**config.mk**
```make
export PLATFORM = sky130hd
export DESIGN_NAME = dic_top
export DESIGN_NICKNAME = d
export VERILOG_FILES = /design/src/dic_pkg.sv /design/src/dic_sync.sv /design/src/dic_cond_bit.sv /design/src/dic_top.sv
export SDC_FILE = /design/constraint.sdc
export NUM_CORES = 1
export LEC_CHECK = 0
export ABC_AREA = 1
export BUFFER_PORTS_ARGS = -buffer_cell sky130_fd_sc_hd__clkbuf_2
export CORE_ASPECT_RATIO = 1.75
export CORE_MARGIN = 4
export CORE_UTILIZATION = 50
export DETAILED_ROUTE_END_ITERATION = 8
export PLACE_DENSITY = 0.83
export SLEW_MARGIN = 10
export SYNTH_ARGS = -nofsm -noshare
export SYNTH_HDL_FRONTEND = slang
export SYNTH_HIERARCHICAL = 1
export SYNTH_SLANG_ARGS = --single-unit
```
**constraint.sdc**
```tcl
create_clock -name clk -period 3.3 [get_ports clk]
set_clock_uncertainty 0.05 [all_clocks]
set_input_delay 0.165 -clock clk [delete_from_list [all_inputs] [get_ports clk]]
set_output_delay 0.165 -clock clk [all_outputs]
set_load 0.01 [all_outputs]
```
**src/dic_pkg.sv**
```systemverilog
// Shared constants for the digital input conditioning block
// How it works
// - Enable bit 0 disables an input's special function, 1 activates it.
// - Special-function enable never affects configuration bits 16 to 31.
// - Enable bit 0 is negative limit, bit 1 positive limit, bit 2 home.
// - Home bit comes from input 2 by default; software reroutes it.
// - Inversion 0 reports a high level as 1; inversion 1 reports it as 0.
// - Inversion covers special and normal inputs, not clock and direction.
// - Force enable 1 replaces the pin level with the software value.
// - Force value bit supplies the level of each forced input.
// - Raw word shows sampled levels without inversion, forcing or functions.
// - Range bit 0 selects the 5 V threshold, 1 the 24 V threshold.
// - Differential bit 0 means single-ended input, 1 means differential.
// - A combined status word holds conditioned levels and function states.
// - Lower sixteen configuration bits govern the input levels.
// - Upper sixteen configuration bits govern the output levels.
package dic_pkg;

    // Subindices of the configuration array
    localparam logic [7:0] SUB_HIGHEST   = 8'h00;
    localparam logic [7:0] SUB_SPEC_EN   = 8'h01;
    localparam logic [7:0] SUB_INVERT    = 8'h02;
    localparam logic [7:0] SUB_FORCE_EN  = 8'h03;
    localparam logic [7:0] SUB_FORCE_VAL = 8'h04;
    localparam logic [7:0] SUB_RAW       = 8'h05;
    localparam logic [7:0] SUB_RANGE     = 8'h06;
    localparam logic [7:0] SUB_DIFF      = 8'h07;
    localparam logic [7:0] SUB_ROUTE_EN  = 8'h08;
    localparam logic [7:0] SUB_HOME_SRC  = 8'h10;
    localparam logic [7:0] SUB_STATUS    = 8'h11;

    // Reset values
    localparam logic [7:0]  HIGHEST_VAL  = 8'h08;
    localparam logic [31:0] CFG_RST      = 32'h00000000;
    localparam logic [3:0]  HOME_SRC_RST = 4'h2;

    // Field positions
    localparam int IN_LO        = 0;
    localparam int OUT_LO       = 16;
    localparam int HALF_W       = 16;
    localparam int BIT_NEG_LIM  = 0;
    localparam int BIT_POS_LIM  = 1;
    localparam int BIT_HOME     = 2;
    localparam int NUM_SPEC     = 3;

    // Fixed-index sources of the limit switches
    localparam logic [3:0] NEG_SRC = 4'h0;
    localparam logic [3:0] POS_SRC = 4'h1;

    // Synchroniser depth for pin inputs
    localparam int SYNC_STAGES = 2;

endpackage

```
**src/dic_sync.sv**
```systemverilog
// Two-stage synchroniser for a bus of independent pin levels
`timescale 1ns/1ps
module dic_sync #(
    parameter int WIDTH = 16
) (
    // Clock and reset
    input  wire logic             clk,
    input  wire logic             sys_rst,
    // Asynchronous levels in, synchronised levels out
    input  wire logic [WIDTH-1:0] async_in,
    output logic      [WIDTH-1:0] sync_out
);

    logic [WIDTH-1:0] stage_one;

    // First stage is read only by the second stage
    always_ff @(posedge clk) begin
        if (sys_rst) begin
            stage_one <= '0;
            sync_out  <= '0;
        end else begin
            stage_one <= async_in;
            sync_out  <= stage_one;
        end
    end

endmodule

```
**src/dic_cond_bit.sv**
```systemverilog
// Per-bit conditioning: force select followed by inversion
`timescale 1ns/1ps
module dic_cond_bit (
    // Sampled level and controls
    input  wire logic raw_level,
    input  wire logic force_en,
    input  wire logic force_val,
    input  wire logic invert,
    input  wire logic no_invert,
    // Conditioned level
    output logic      cond_level
);

    logic selected;

    // Forced value replaces the pin, then polarity is applied
    always_comb begin
        selected   = force_en ? force_val : raw_level;
        cond_level = (invert && !no_invert) ? !selected
                                            : selected;
    end

endmodule

```
**src/dic_top.sv**
```systemverilog
// Digital input conditioning with its configuration array
`timescale 1ns/1ps
module dic_top #(
    parameter int               INPUTS       = 16,
    parameter int               OUTPUTS      = 16,
    parameter logic [15:0]      CLKDIR_MASK  = 16'h0003
) (
    // Clock and reset
    input  wire logic               clk,
    input  wire logic               sys_rst,
    // Input pins
    input  wire logic [INPUTS-1:0]  in_pin,
    // Clock and direction mode from the motion core
    input  wire logic               clkdir_active,
    // Output levels requested by the motion core
    input  wire logic [OUTPUTS-1:0] out_req,
    // Configuration access port
    input  wire logic [7:0]         cfg_sub,
    input  wire logic               cfg_wr,
    input  wire logic               cfg_rd,
    input  wire logic [31:0]        cfg_wdata,
    output logic      [31:0]        cfg_rdata,
    output logic                    cfg_ack,
    output logic                    cfg_err,
    // Conditioned results
    output logic      [31:0]        input_status,
    output logic                    neg_limit,
    output logic                    pos_limit,
    output logic                    home_switch,
    // Output pins
    output logic      [OUTPUTS-1:0] out_pin,
    // Analogue front-end controls
    output logic      [INPUTS-1:0]  thr_24v,
    output logic      [INPUTS-1:0]  diff_mode
);

    // Configuration words
    logic [31:0] spec_en;
    logic [31:0] invert;
    logic [31:0] force_en;
    logic [31:0] force_val;
    logic [31:0] range_sel;
    logic [31:0] diff_sel;
    logic [31:0] route_en;
    logic [3:0]  home_src;

    // Datapath signals
    logic [INPUTS-1:0] raw_sync;
    logic [INPUTS-1:0] cond;
    logic [INPUTS-1:0] no_inv;
    logic [15:0]       raw_word;
    logic [15:0]       cond_word;
    logic [3:0]        home_index;
    logic              home_level;
    logic              next_neg;
    logic              next_pos;
    logic              next_home;
    logic [31:0]       next_status;
    logic [OUTPUTS-1:0] next_out;
    logic [31:0]       next_rdata;
    logic              sub_valid;
    logic              sub_writable;

    // Pin sampling
    dic_sync #(
        .WIDTH    (INPUTS)
    ) u_sync (
        .clk      (clk),
        .sys_rst  (sys_rst),
        .async_in (in_pin),
        .sync_out (raw_sync)
    );

    // Clock and direction inputs keep their polarity
    always_comb begin
        no_inv = '0;
        for (int i = 0; i < INPUTS; i++) begin
            no_inv[i] = clkdir_active && CLKDIR_MASK[i];
        end
    end

    // Per-input conditioning chain
    genvar gi;
    generate
        for (gi = 0; gi < INPUTS; gi++) begin : g_in
            dic_cond_bit u_bit (
                .raw_level  (raw_sync[gi]),
                .force_en   (force_en[dic_pkg::IN_LO + gi]),
                .force_val  (force_val[dic_pkg::IN_LO + gi]),
                .invert     (invert[dic_pkg::IN_LO + gi]),
                .no_invert  (no_inv[gi]),
                .cond_level (cond[gi])
            );
        end
    endgenerate

    // Zero-extended words of sixteen bits
    always_comb begin
        raw_word  = '0;
        cond_word = '0;
        for (int i = 0; i < INPUTS; i++) begin
            raw_word[i]  = raw_sync[i];
            cond_word[i] = cond[i];
        end
    end

    // Home source: fixed input 2 unless routing is enabled
    always_comb begin
        home_index = route_en[dic_pkg::BIT_HOME]
                   ? home_src : dic_pkg::HOME_SRC_RST;
        home_level = cond_word[home_index];   // Absent inputs read as 0
    end

    // Special functions gated by their enable bits
    always_comb begin
        next_neg  = spec_en[dic_pkg::BIT_NEG_LIM] &&
                    cond_word[dic_pkg::NEG_SRC];
        next_pos  = spec_en[dic_pkg::BIT_POS_LIM] &&
                    cond_word[dic_pkg::POS_SRC];
        next_home = spec_en[dic_pkg::BIT_HOME] &&
                    home_level;
    end

    // Combined status: function states low, input levels high
    always_comb begin
        next_status = '0;
        next_status[dic_pkg::BIT_NEG_LIM] = next_neg;
        next_status[dic_pkg::BIT_POS_LIM] = next_pos;
        next_status[dic_pkg::BIT_HOME]    = next_home;
        next_status[dic_pkg::OUT_LO +: dic_pkg::HALF_W] = cond_word;
    end

    // Registered status and function outputs
    always_ff @(posedge clk) begin
        if (sys_rst) begin
            input_status <= '0;
            neg_limit    <= 1'b0;
            pos_limit    <= 1'b0;
            home_switch  <= 1'b0;
        end else begin
            input_status <= next_status;
            neg_limit    <= next_neg;
            pos_limit    <= next_pos;
            home_switch  <= next_home;
        end
    end

    // Output levels controlled by the upper configuration half
    always_comb begin
        next_out = '0;
        for (int j = 0; j < OUTPUTS; j++) begin
            next_out[j] = force_en[dic_pkg::OUT_LO + j]
                        ? force_val[dic_pkg::OUT_LO + j]
                        : out_req[j];
            next_out[j] = next_out[j] ^
                          invert[dic_pkg::OUT_LO + j];
        end
    end

    // Registered output pins
    always_ff @(posedge clk) begin
        if (sys_rst) begin
            out_pin <= '0;
        end else begin
            out_pin <= next_out;
        end
    end

    // Front-end selects registered from the configuration words
    always_ff @(posedge clk) begin
        if (sys_rst) begin
            thr_24v   <= '0;
            diff_mode <= '0;
        end else begin
            thr_24v   <= range_sel[INPUTS-1:0];
            diff_mode <= diff_sel[INPUTS-1:0];
        end
    end

    // Subindex decode
    always_comb begin
        sub_valid    = 1'b1;
        sub_writable = 1'b1;
        unique case (cfg_sub)
            dic_pkg::SUB_HIGHEST:   sub_writable = 1'b0;
            dic_pkg::SUB_SPEC_EN:   sub_writable = 1'b1;
            dic_pkg::SUB_INVERT:    sub_writable = 1'b1;
            dic_pkg::SUB_FORCE_EN:  sub_writable = 1'b1;
            dic_pkg::SUB_FORCE_VAL: sub_writable = 1'b1;
            dic_pkg::SUB_RAW:       sub_writable = 1'b1;
            dic_pkg::SUB_RANGE:     sub_writable = 1'b1;
            dic_pkg::SUB_DIFF:      sub_writable = 1'b1;
            dic_pkg::SUB_ROUTE_EN:  sub_writable = 1'b1;
            dic_pkg::SUB_HOME_SRC:  sub_writable = 1'b1;
            dic_pkg::SUB_STATUS:    sub_writable = 1'b0;
            default: begin
                sub_valid    = 1'b0;
                sub_writable = 1'b0;
            end
        endcase
    end

    // Special-function enable keeps bits 16 to 31 at zero
    always_ff @(posedge clk) begin
        if (sys_rst) begin
            spec_en <= dic_pkg::CFG_RST;
        end else if (cfg_wr && cfg_sub == dic_pkg::SUB_SPEC_EN) begin
            spec_en <= {{dic_pkg::HALF_W{1'b0}},
                        cfg_wdata[dic_pkg::HALF_W-1:0]};
        end
    end

    // Inversion word
    always_ff @(posedge clk) begin
        if (sys_rst) begin
            invert <= dic_pkg::CFG_RST;
        end else if (cfg_wr && cfg_sub == dic_pkg::SUB_INVERT) begin
            invert <= cfg_wdata;
        end
    end

    // Force enable and force value words
    always_ff @(posedge clk) begin
        if (sys_rst) begin
            force_en  <= dic_pkg::CFG_RST;
            force_val <= dic_pkg::CFG_RST;
        end else begin
            if (cfg_wr && cfg_sub == dic_pkg::SUB_FORCE_EN) begin
                force_en <= cfg_wdata;
            end
            if (cfg_wr && cfg_sub == dic_pkg::SUB_FORCE_VAL) begin
                force_val <= cfg_wdata;
            end
        end
    end

    // Range and differential select words
    always_ff @(posedge clk) begin
        if (sys_rst) begin
            range_sel <= dic_pkg::CFG_RST;
            diff_sel  <= dic_pkg::CFG_RST;
        end else begin
            if (cfg_wr && cfg_sub == dic_pkg::SUB_RANGE) begin
                range_sel <= cfg_wdata;
            end
            if (cfg_wr && cfg_sub == dic_pkg::SUB_DIFF) begin
                diff_sel <= cfg_wdata;
            end
        end
    end

    // Routing enable and home source index
    always_ff @(posedge clk) begin
        if (sys_rst) begin
            route_en <= dic_pkg::CFG_RST;
            home_src <= dic_pkg::HOME_SRC_RST;
        end else begin
            if (cfg_wr && cfg_sub == dic_pkg::SUB_ROUTE_EN) begin
                route_en <= cfg_wdata;
            end
            if (cfg_wr && cfg_sub == dic_pkg::SUB_HOME_SRC) begin
                home_src <= cfg_wdata[3:0];
            end
        end
    end

    // Read multiplexer; the raw word ignores writes
    always_comb begin
        next_rdata = '0;
        unique case (cfg_sub)
            dic_pkg::SUB_HIGHEST:   next_rdata = {24'h000000,
                                                  dic_pkg::HIGHEST_VAL};
            dic_pkg::SUB_SPEC_EN:   next_rdata = spec_en;
            dic_pkg::SUB_INVERT:    next_rdata = invert;
            dic_pkg::SUB_FORCE_EN:  next_rdata = force_en;
            dic_pkg::SUB_FORCE_VAL: next_rdata = force_val;
            dic_pkg::SUB_RAW:       next_rdata = {16'h0000, raw_word};
            dic_pkg::SUB_RANGE:     next_rdata = range_sel;
            dic_pkg::SUB_DIFF:      next_rdata = diff_sel;
            dic_pkg::SUB_ROUTE_EN:  next_rdata = route_en;
            dic_pkg::SUB_HOME_SRC:  next_rdata = {28'h0000000, home_src};
            dic_pkg::SUB_STATUS:    next_rdata = input_status;
            default:                next_rdata = '0;
        endcase
    end

    // Access answer one cycle after the request
    always_ff @(posedge clk) begin
        if (sys_rst) begin
            cfg_rdata <= '0;
            cfg_ack   <= 1'b0;
            cfg_err   <= 1'b0;
        end else begin
            cfg_ack <= cfg_wr || cfg_rd;
            if (cfg_wr) begin
                cfg_err <= !sub_writable;
            end else if (cfg_rd) begin
                cfg_err   <= !sub_valid;
                cfg_rdata <= next_rdata;
            end else begin
                cfg_err <= 1'b0;
            end
        end
    end

endmodule

```
==> results of run 1 <==
==> per-stage QoR <==
| stage | power, uW | hold WS (ns) | worst slack [ns] |
|---|---|---|---|
| final | 8650 | 0.0501 | 1.37 |
| after global routing | 8860 | 0.0360 | 1.24 |
| after CTS | 8670 | 0.0321 | 1.46 |
| after detailed placement | 4730 | 0.311 | 0.863 |
| after global placement | 4720 | 0.313 | 0.974 |
| after floorplan | 4550 | 0.186 | 1.89 |
==> layout by cell type (no fill, tap or decap), types with 2 or more instances in the layout <==
master	n
bufinv_16	7
nand2_1	240
clkbuf_1	3
nor2_2	6
nor3_1	3
clkinv_2	4
clkbuf_8	2
nor2_4	23
inv_1	263
nand3_1	162
clkbuf_2	179
o21ai_1	9
clkinv_4	2
buf_12	4
dfxtp_1	345
buf_4	22
nand3_2	2
o21ai_0	328
dlygate4sd3_1	69
o221ai_1	2
clkbuf_16	30
a21oi_1	203
nor2_1	290
and2_1	2
nand2_2	8
conb_1	27
o211ai_1	3
nand4_1	2
diode_2	2
clkinvlp_4	5
inv_2	9
==> final cells by class <==
| class | count | area [um2] |
|---|---|---|
| Multi-Input combinational cell | 1312 | 6080 |
| Inverter | 273 | 1030 |
| Clock buffer | 35 | 790 |
| Fill cell | 2598 | 11300 |
| Sequential cell | 345 | 6910 |
| Antenna cell | 2 | 5.00 |
| Timing Repair Buffer | 274 | 1830 |
| Tap cell | 378 | 473 |
| Clock inverter | 21 | 322 |
==> final timing paths <==
path	start	to	slack, ns	cells past startpoint
worst max-delay path	cfg_sub[7]	force_val[20]	1.37	9
worst min-delay path	out_req[9]	out_pin[9]	0.05	3
worst max register to register	route_en[2]	input_status[2]	1.75	6
worst min register to register	u_sync/stage_one[8]	u_sync/sync_out[8]	0.35	2
==> cell usage after synthesis <==
library cell | count | area [um2]
buf_2 | 26 | 130
inv_2 | 9 | 33.8
nor2_1 | 293 | 1100
mux2i_1 | 1 | 10.0
nand2_2 | 8 | 50.1
a21oi_1 | 203 | 1020
o21ai_1 | 9 | 45.0
nor2_4 | 23 | 259
o21ai_0 | 328 | 1640
nand4_1 | 2 | 12.5
and2_1 | 2 | 12.5
nand2_1 | 240 | 901
clkbuf_1 | 76 | 285
o221ai_1 | 2 | 17.5
nor2_8 | 1 | 20.0
dfxtp_1 | 345 | 6910
buf_6 | 8 | 90.1
o211ai_1 | 3 | 22.5
nand3_1 | 164 | 821
inv_1 | 264 | 991
nor3_1 | 3 | 15.0
conb_1 | 1 | 3.75
buf_4 | 23 | 173
nor2_2 | 3 | 18.8
==> registers in the layout, summed over array words and instances, names as in the netlist, 4 cells and up <==
| name | cells |
|---|---|
| cfg_rdata | 32 |
| diff_sel | 32 |
| force_en | 32 |
| force_val | 32 |
| invert | 32 |
| range_sel | 32 |
| route_en | 32 |
| input_status | 19 |
| diff_mode | 16 |
| out_pin | 16 |
| spec_en | 16 |
| thr_24v | 16 |
| u_sync/stage_one | 16 |
| u_sync/sync_out | 16 |
| home_src | 4 |
==> what timing repair did <==
action                                 CTS  global route
resized for setup                        0             0
hold buffers                            69             0
endpoints found under the hold margin  254             0
==> power by group <==
part / switching [uW] / internal (uW)
combinational: 319 / 165
sequential: 20.3 / 4200
clock: 1660 / 2290
==> critical path, cell delays in order <==
cell      delay (ns)
clkbuf_2        0.08
inv_1           0.06
nand2_2         0.08
nor2_4          0.37
nand2_1         0.48
nor2_4          0.22
inv_2           0.40
o21ai_0         0.32
a21oi_1         0.08
==> per-layer routing <==
layer  GRT usage (%)  vias to the layer above
met5               0                        -
li1                -                     6857
met1            31.0                     6566
met2            51.1                      767
met3            4.36                      245
met4            27.2                        0
==> cells by family after synthesis <==
logic type,after synthesis,synth area share [%]
mux,1,0.0687
compound gates,545,18.8
other cells,1,0.0257
buf+inv,406,11.7
flops,345,47.4
simple gates,739,22.0
==> metrics.md, run 1 <==
| Metric | Value |
|---|---|
| Via count | `14435` |
| Drt total wl | `49.1 mm` |
| Max-Cap Viols | `0` |
| Mapped Area | `0.0146 mm2` |
| Initial antenna violation count | `1` |
| Clock Latency Late Sink | `0.58 ns` |
| Initial DRC Count | `1548` |
| Vias per cell | `5.47` |
| Critical path arrival | `2.29 ns` |
| Max Slew Vio Count | `0` |
| Htree depth | `1` |
| Starting Density | `50.7%` |
| Setup_tns | `0 ns` |
| Final hold vios | `0` |
| Static Leak | `0.00716 uW` |
| CTS Buf Count | `30` |
| Dpl cell area | `0.0156 mm2` |
| Routability cong. | `0.957` |
| Worst setup SP type | `primary input` |
| DRT met1 WL | `16.4 mm` |
| Die area | `0.0321 mm2` |
| Relative slew slack | `31.8%` |
| Tightest Pin Transition | `1.02 ns` |
| Share of cells above drive strength 1 | `13.6%` |
| Fmax | `518 MHz` |
| Core Box Area | `0.0287 mm2` |
| Detail Placement HPWL | `32.1 mm` |
| Global-route wire length before repair | `73.8 mm` |
| Gr ovfl total | `0` |
| Post-CTS Setup Inserts | `0` |
| Placed cells | `2513` |
| Root Buffer Master | `clkbuf_16` |
| Post-route cell area | `0.0174 mm2` |
| Clock buffer depth | `3` |
| Final worst path period share | `58.5%` |
| Initial DRT Pass Iterations | `8` |
| WP data required | `3.66 ns` |
| Register bit total from synthesis | `345` |
| Hold Path Class | `primary input to register` |
| Crit. End Element | `register` |
| Final Non-Filler Cells | `2640` |
| Crit path max fanout | `47` |
| Gr usage total | `29.9%` |
| Unique masters post-synth | `24` |
| Metal3 WL | `3.72 mm` |
| PortBufs | `180` |
| Cell row count | `82` |
| Seq/Total Area, Yosys | `47.4%` |
| Top sig layer | `met4` |
| Core Util, Final | `60.7%` |
| Clock tree sinks | `345` |
| Syn Area/Cell | `7.16 um2` |
| Synth Warn # | `6` |
| DRC errors left | `0` |
| Drt wl/cell | `18.6 um` |
| Number of global-route vias before repair | `13765` |
| Ports | `194` |
| Crit path time final | `1.93 ns` |
| Status | `finished, final reports clean` |
| Final #Nets | `2313` |
| Post-route ant nets | `0` |
| RSZ-0062 raised after global routing | `false` |
| Largest net degree at the start of global routing | `101` |
| Power Dens Cells | `496 mW/mm2` |
| Synth Instances | `2037` |
| Die height | `234 um` |
| CTS tree | `done` |
| Crit path kind | `primary input to register` |
| Die width | `137 um` |
| Met2 wire length | `23.7 mm` |
| Syn-to-layout area delta | `19.6%` |
| Worst vdd ir | `510 uV` |
| Worst-path clk slew | `0.07 ns` |
| Final setup vio count | `0` |
Power figures use the tool's default switching activity.
==> run 2, diff against run 1 <==
- PLACE_DENSITY: 0.83 -> 0.85
- clock period: 3.3 -> 1.6 ns (I/O delays scaled with it)
==> run 2 against run 1 <==
Via count up 3.6%. Critical path depth increased by 2. Global-route usage rose by 1.0 points. Register-to-register slack lost 1.6 ns. Flip-flop and latch count did not move. Clock-buffer cell count up 7. Combinational power rose by 130%. Clock power increased by 95%. Core utilization grew 2.9 points. Setup slack worse by 1.3 ns. Critical path type is now register to register. Largest cell class unchanged.
==> metrics.md, run 2 (synthesis gave the netlist of run 1 again) <==
| Metric | Value |
|---|---|
| P_int | `13400 uW (+100%)` |
| Crit. End Element | `register` |
| Reg power frac | `49.8% (+1.0 points)` |
| Met2 wire length | `24.6 mm (+3.5%)` |
| Clock tree sinks | `345 (unchanged)` |
| Initial DRT Pass Iterations | `6 (-2)` |
| Crit path max fanout | `4 (-91%)` |
| Post-route ant nets | `0 (unchanged)` |
| Worst path max stage delay | `0.37 ns (-0.11 ns)` |
| Number of global-route vias before repair | `14270 (+3.7%)` |
| Max-Cap Viols | `0 (unchanged)` |
| Post-CTS Setup Inserts | `0 (unchanged)` |
| Core Box Area | `0.0287 mm2 (unchanged)` |
| Crit path time final | `1.50 ns` |
| CP max stage cell | `dfxtp_1` |
| Clock power frac | `44.0% (-1.6 points)` |
| Worst vdd ir | `789 uV (+55%)` |
| Initial antenna violation count | `1 (unchanged)` |
| Final Non-Filler Cells | `2714 (+2.8%)` |
| Via count | `14956 (+3.6%)` |
| Crit path kind | `register to register` |
| Max Slew Vio Count | `0 (unchanged)` |
| Drt wl/cell | `18.8 um (+1.0%)` |
| Htree depth | `1 (unchanged)` |
| RSZ-0062 raised after global routing | `false` |
| Dpl cell area | `0.0165 mm2 (+5.6%)` |
| Gr ovfl total | `0 (unchanged)` |
| Starting Density | `50.7% (unchanged)` |
| Psw | `4100 uW (+110%)` |
| Power Dens Cells | `959 mW/mm2 (+93%)` |
| WP data required | `2.01 ns (-1.65 ns)` |
| WP buf/inv | `2 (-1)` |
| Min setup slack post-route | `0.101 ns (-1.27 ns)` |
| Die area | `0.0321 mm2 (unchanged)` |
| Placed cells | `2588 (+3.0%)` |
| DRT met1 WL | `17.1 mm (+4.6%)` |
| Detail Placement HPWL | `35.3 mm (+10%)` |
| Status | `finished, final reports clean` |
| Syn-to-layout area delta | `25.3%` |
| Gr usage total | `30.9% (+1.0 points)` |
| Final setup vio count | `0 (unchanged)` |
| Global-route wire length before repair | `76.8 mm (+4.0%)` |
| Crit-path most repeated cell | `nand2_1` |
| Die width | `137 um (unchanged)` |
| Top sig layer | `met4` |
| Largest net degree at the start of global routing | `117 (+16%)` |
| Share of cells above drive strength 1 | `16.9% (+3.3 points)` |
| Drt total wl | `51.0 mm (+3.8%)` |
| Final hold vios | `0 (unchanged)` |
| Worst setup SP type | `register` |
| DRC errors left | `0 (unchanged)` |
| Post-route cell area | `0.0183 mm2 (+4.7%)` |
| Cell row count | `82 (unchanged)` |
| Worst-path clk slew | `0.07 ns (about the same)` |
| Static Leak | `0.00764 uW (+6.6%)` |
| Routability cong. | `0.996 (+4.1%)` |
| Total Power | `17500 uW (+100%)` |
| CTS Buf Count | `31 (+3.3%)` |
| CTS tree | `done` |
| Worst hold margin | `0.0726 ns (+0.0226 ns)` |
| Clock buffer depth | `3 (unchanged)` |
| Crit-path cells | `inv_1 -> nand2_1 -> nand2_1 -> nand2_1 -> nand2_1 -> inv_1 -> o221ai_1 -> nand3_1 -> nand2_1 -> a21oi_2 -> nor2_2` |
| Relative slew slack | `62.1% (+30 points)` |
| Critical path arrival | `1.91 ns (-0.38 ns)` |
| Tightest Pin Transition | `0.569 ns (-0.452 ns)` |
| Largest delay share family, worst path | `simple AND/OR/NAND/NOR gates` |
| Commonest non-fill, non-tap cell in the layout | `dfxtp_1` |
| PortBufs | `180 (unchanged)` |
| Dpl ws | `-0.189 ns (-1.05 ns)` |
| Vias per cell | `5.51 (+0.78%)` |
| Final #Nets | `2388 (+3.2%)` |
| Fmax | `667 MHz` |
| Die height | `234 um (unchanged)` |
| Initial DRC Count | `1658 (+7.1%)` |
| Final worst path period share | `93.7%` |
| Clock Latency Late Sink | `0.57 ns (about the same)` |
| Sw frac | `23.4% (+0.36 points)` |
| Metal3 WL | `4.02 mm (+8.1%)` |
| Hold Path Class | `primary input to register` |
| Gate power share | `6.3% (+0.7 points)` |
| Most frequent cells in the layout | `dfxtp_1 (340), o21ai_0 (326), nor2_1 (290)` |
| Ports | `194 (unchanged)` |
| Root Buffer Master | `clkbuf_16` |
[run 2: path summary, 6_finish.rpt]
kind | start | endpoint | slack [ns] | cells past startpoint
setup reg to reg | force_en[1] | input_status[2] | 0.10 | 11
setup / recovery | force_en[1] | input_status[2] | 0.10 | 11
hold reg to reg | u_sync/stage_one[15] | u_sync/sync_out[15] | 0.35 | 2
hold / removal | cfg_wr | diff_sel[1] | 0.07 | 5
[run 2: stage by stage]
step / utilization (%) / setup TNS [ns]
after floorplan: - / 0
after global placement: 57.4 / -0.639
after detailed placement: 57.4 / -3.09
after CTS: 63.4 / 0
after global routing: 63.6 / 0
final: 63.6 / 0
[run 2: power by group through the flow]
stage | combinational [uW] | sequential [uW] | clock (uW)
global placement | 915 | 8910 | 0
CTS | 1070 | 8710 | 7710
global route | 1180 | 8720 | 8050
floorplan | 468 | 8910 | 0
finish | 1100 | 8710 | 7700
detailed placement | 929 | 8910 | 0
[run 2: per-layer routing]
layer  vias to the layer above  track usage (%)
met5                         -                0
met1                      6819             33.3
li1                       7022                -
met4                         0             27.5
met2                       850             52.3
met3                       265             3.82
[run 2: worst register-to-register path, delay by kind of cell (launching register included)]
family | cells | cell delay (ns)
buffers and inverters | 2 | 0.20
AND/OR/NAND/NOR | 7 | 0.49
AO/OA/AOI/OAI | 2 | 0.28
flip-flops | 1 | 0.37
[run 2: repair_timing]
action                                  in CTS  in global routing
endpoints found under the setup margin       1                  1
hold endpoints to repair                   247                  0
hold buffers                                68                  0
resized for setup                            1                 16
pin swaps                                    0                  2
[run 2: area by class of cell]
cell class,instances,area [um2]
Fill cell,2475,10500
Sequential cell,345,6910
Multi-Input combinational cell,1312,6110
Timing Repair Buffer,348,2700
Inverter,273,1030
Clock buffer,42,877
Tap cell,378,473
Clock inverter,15,163
Antenna cell,1,2.50
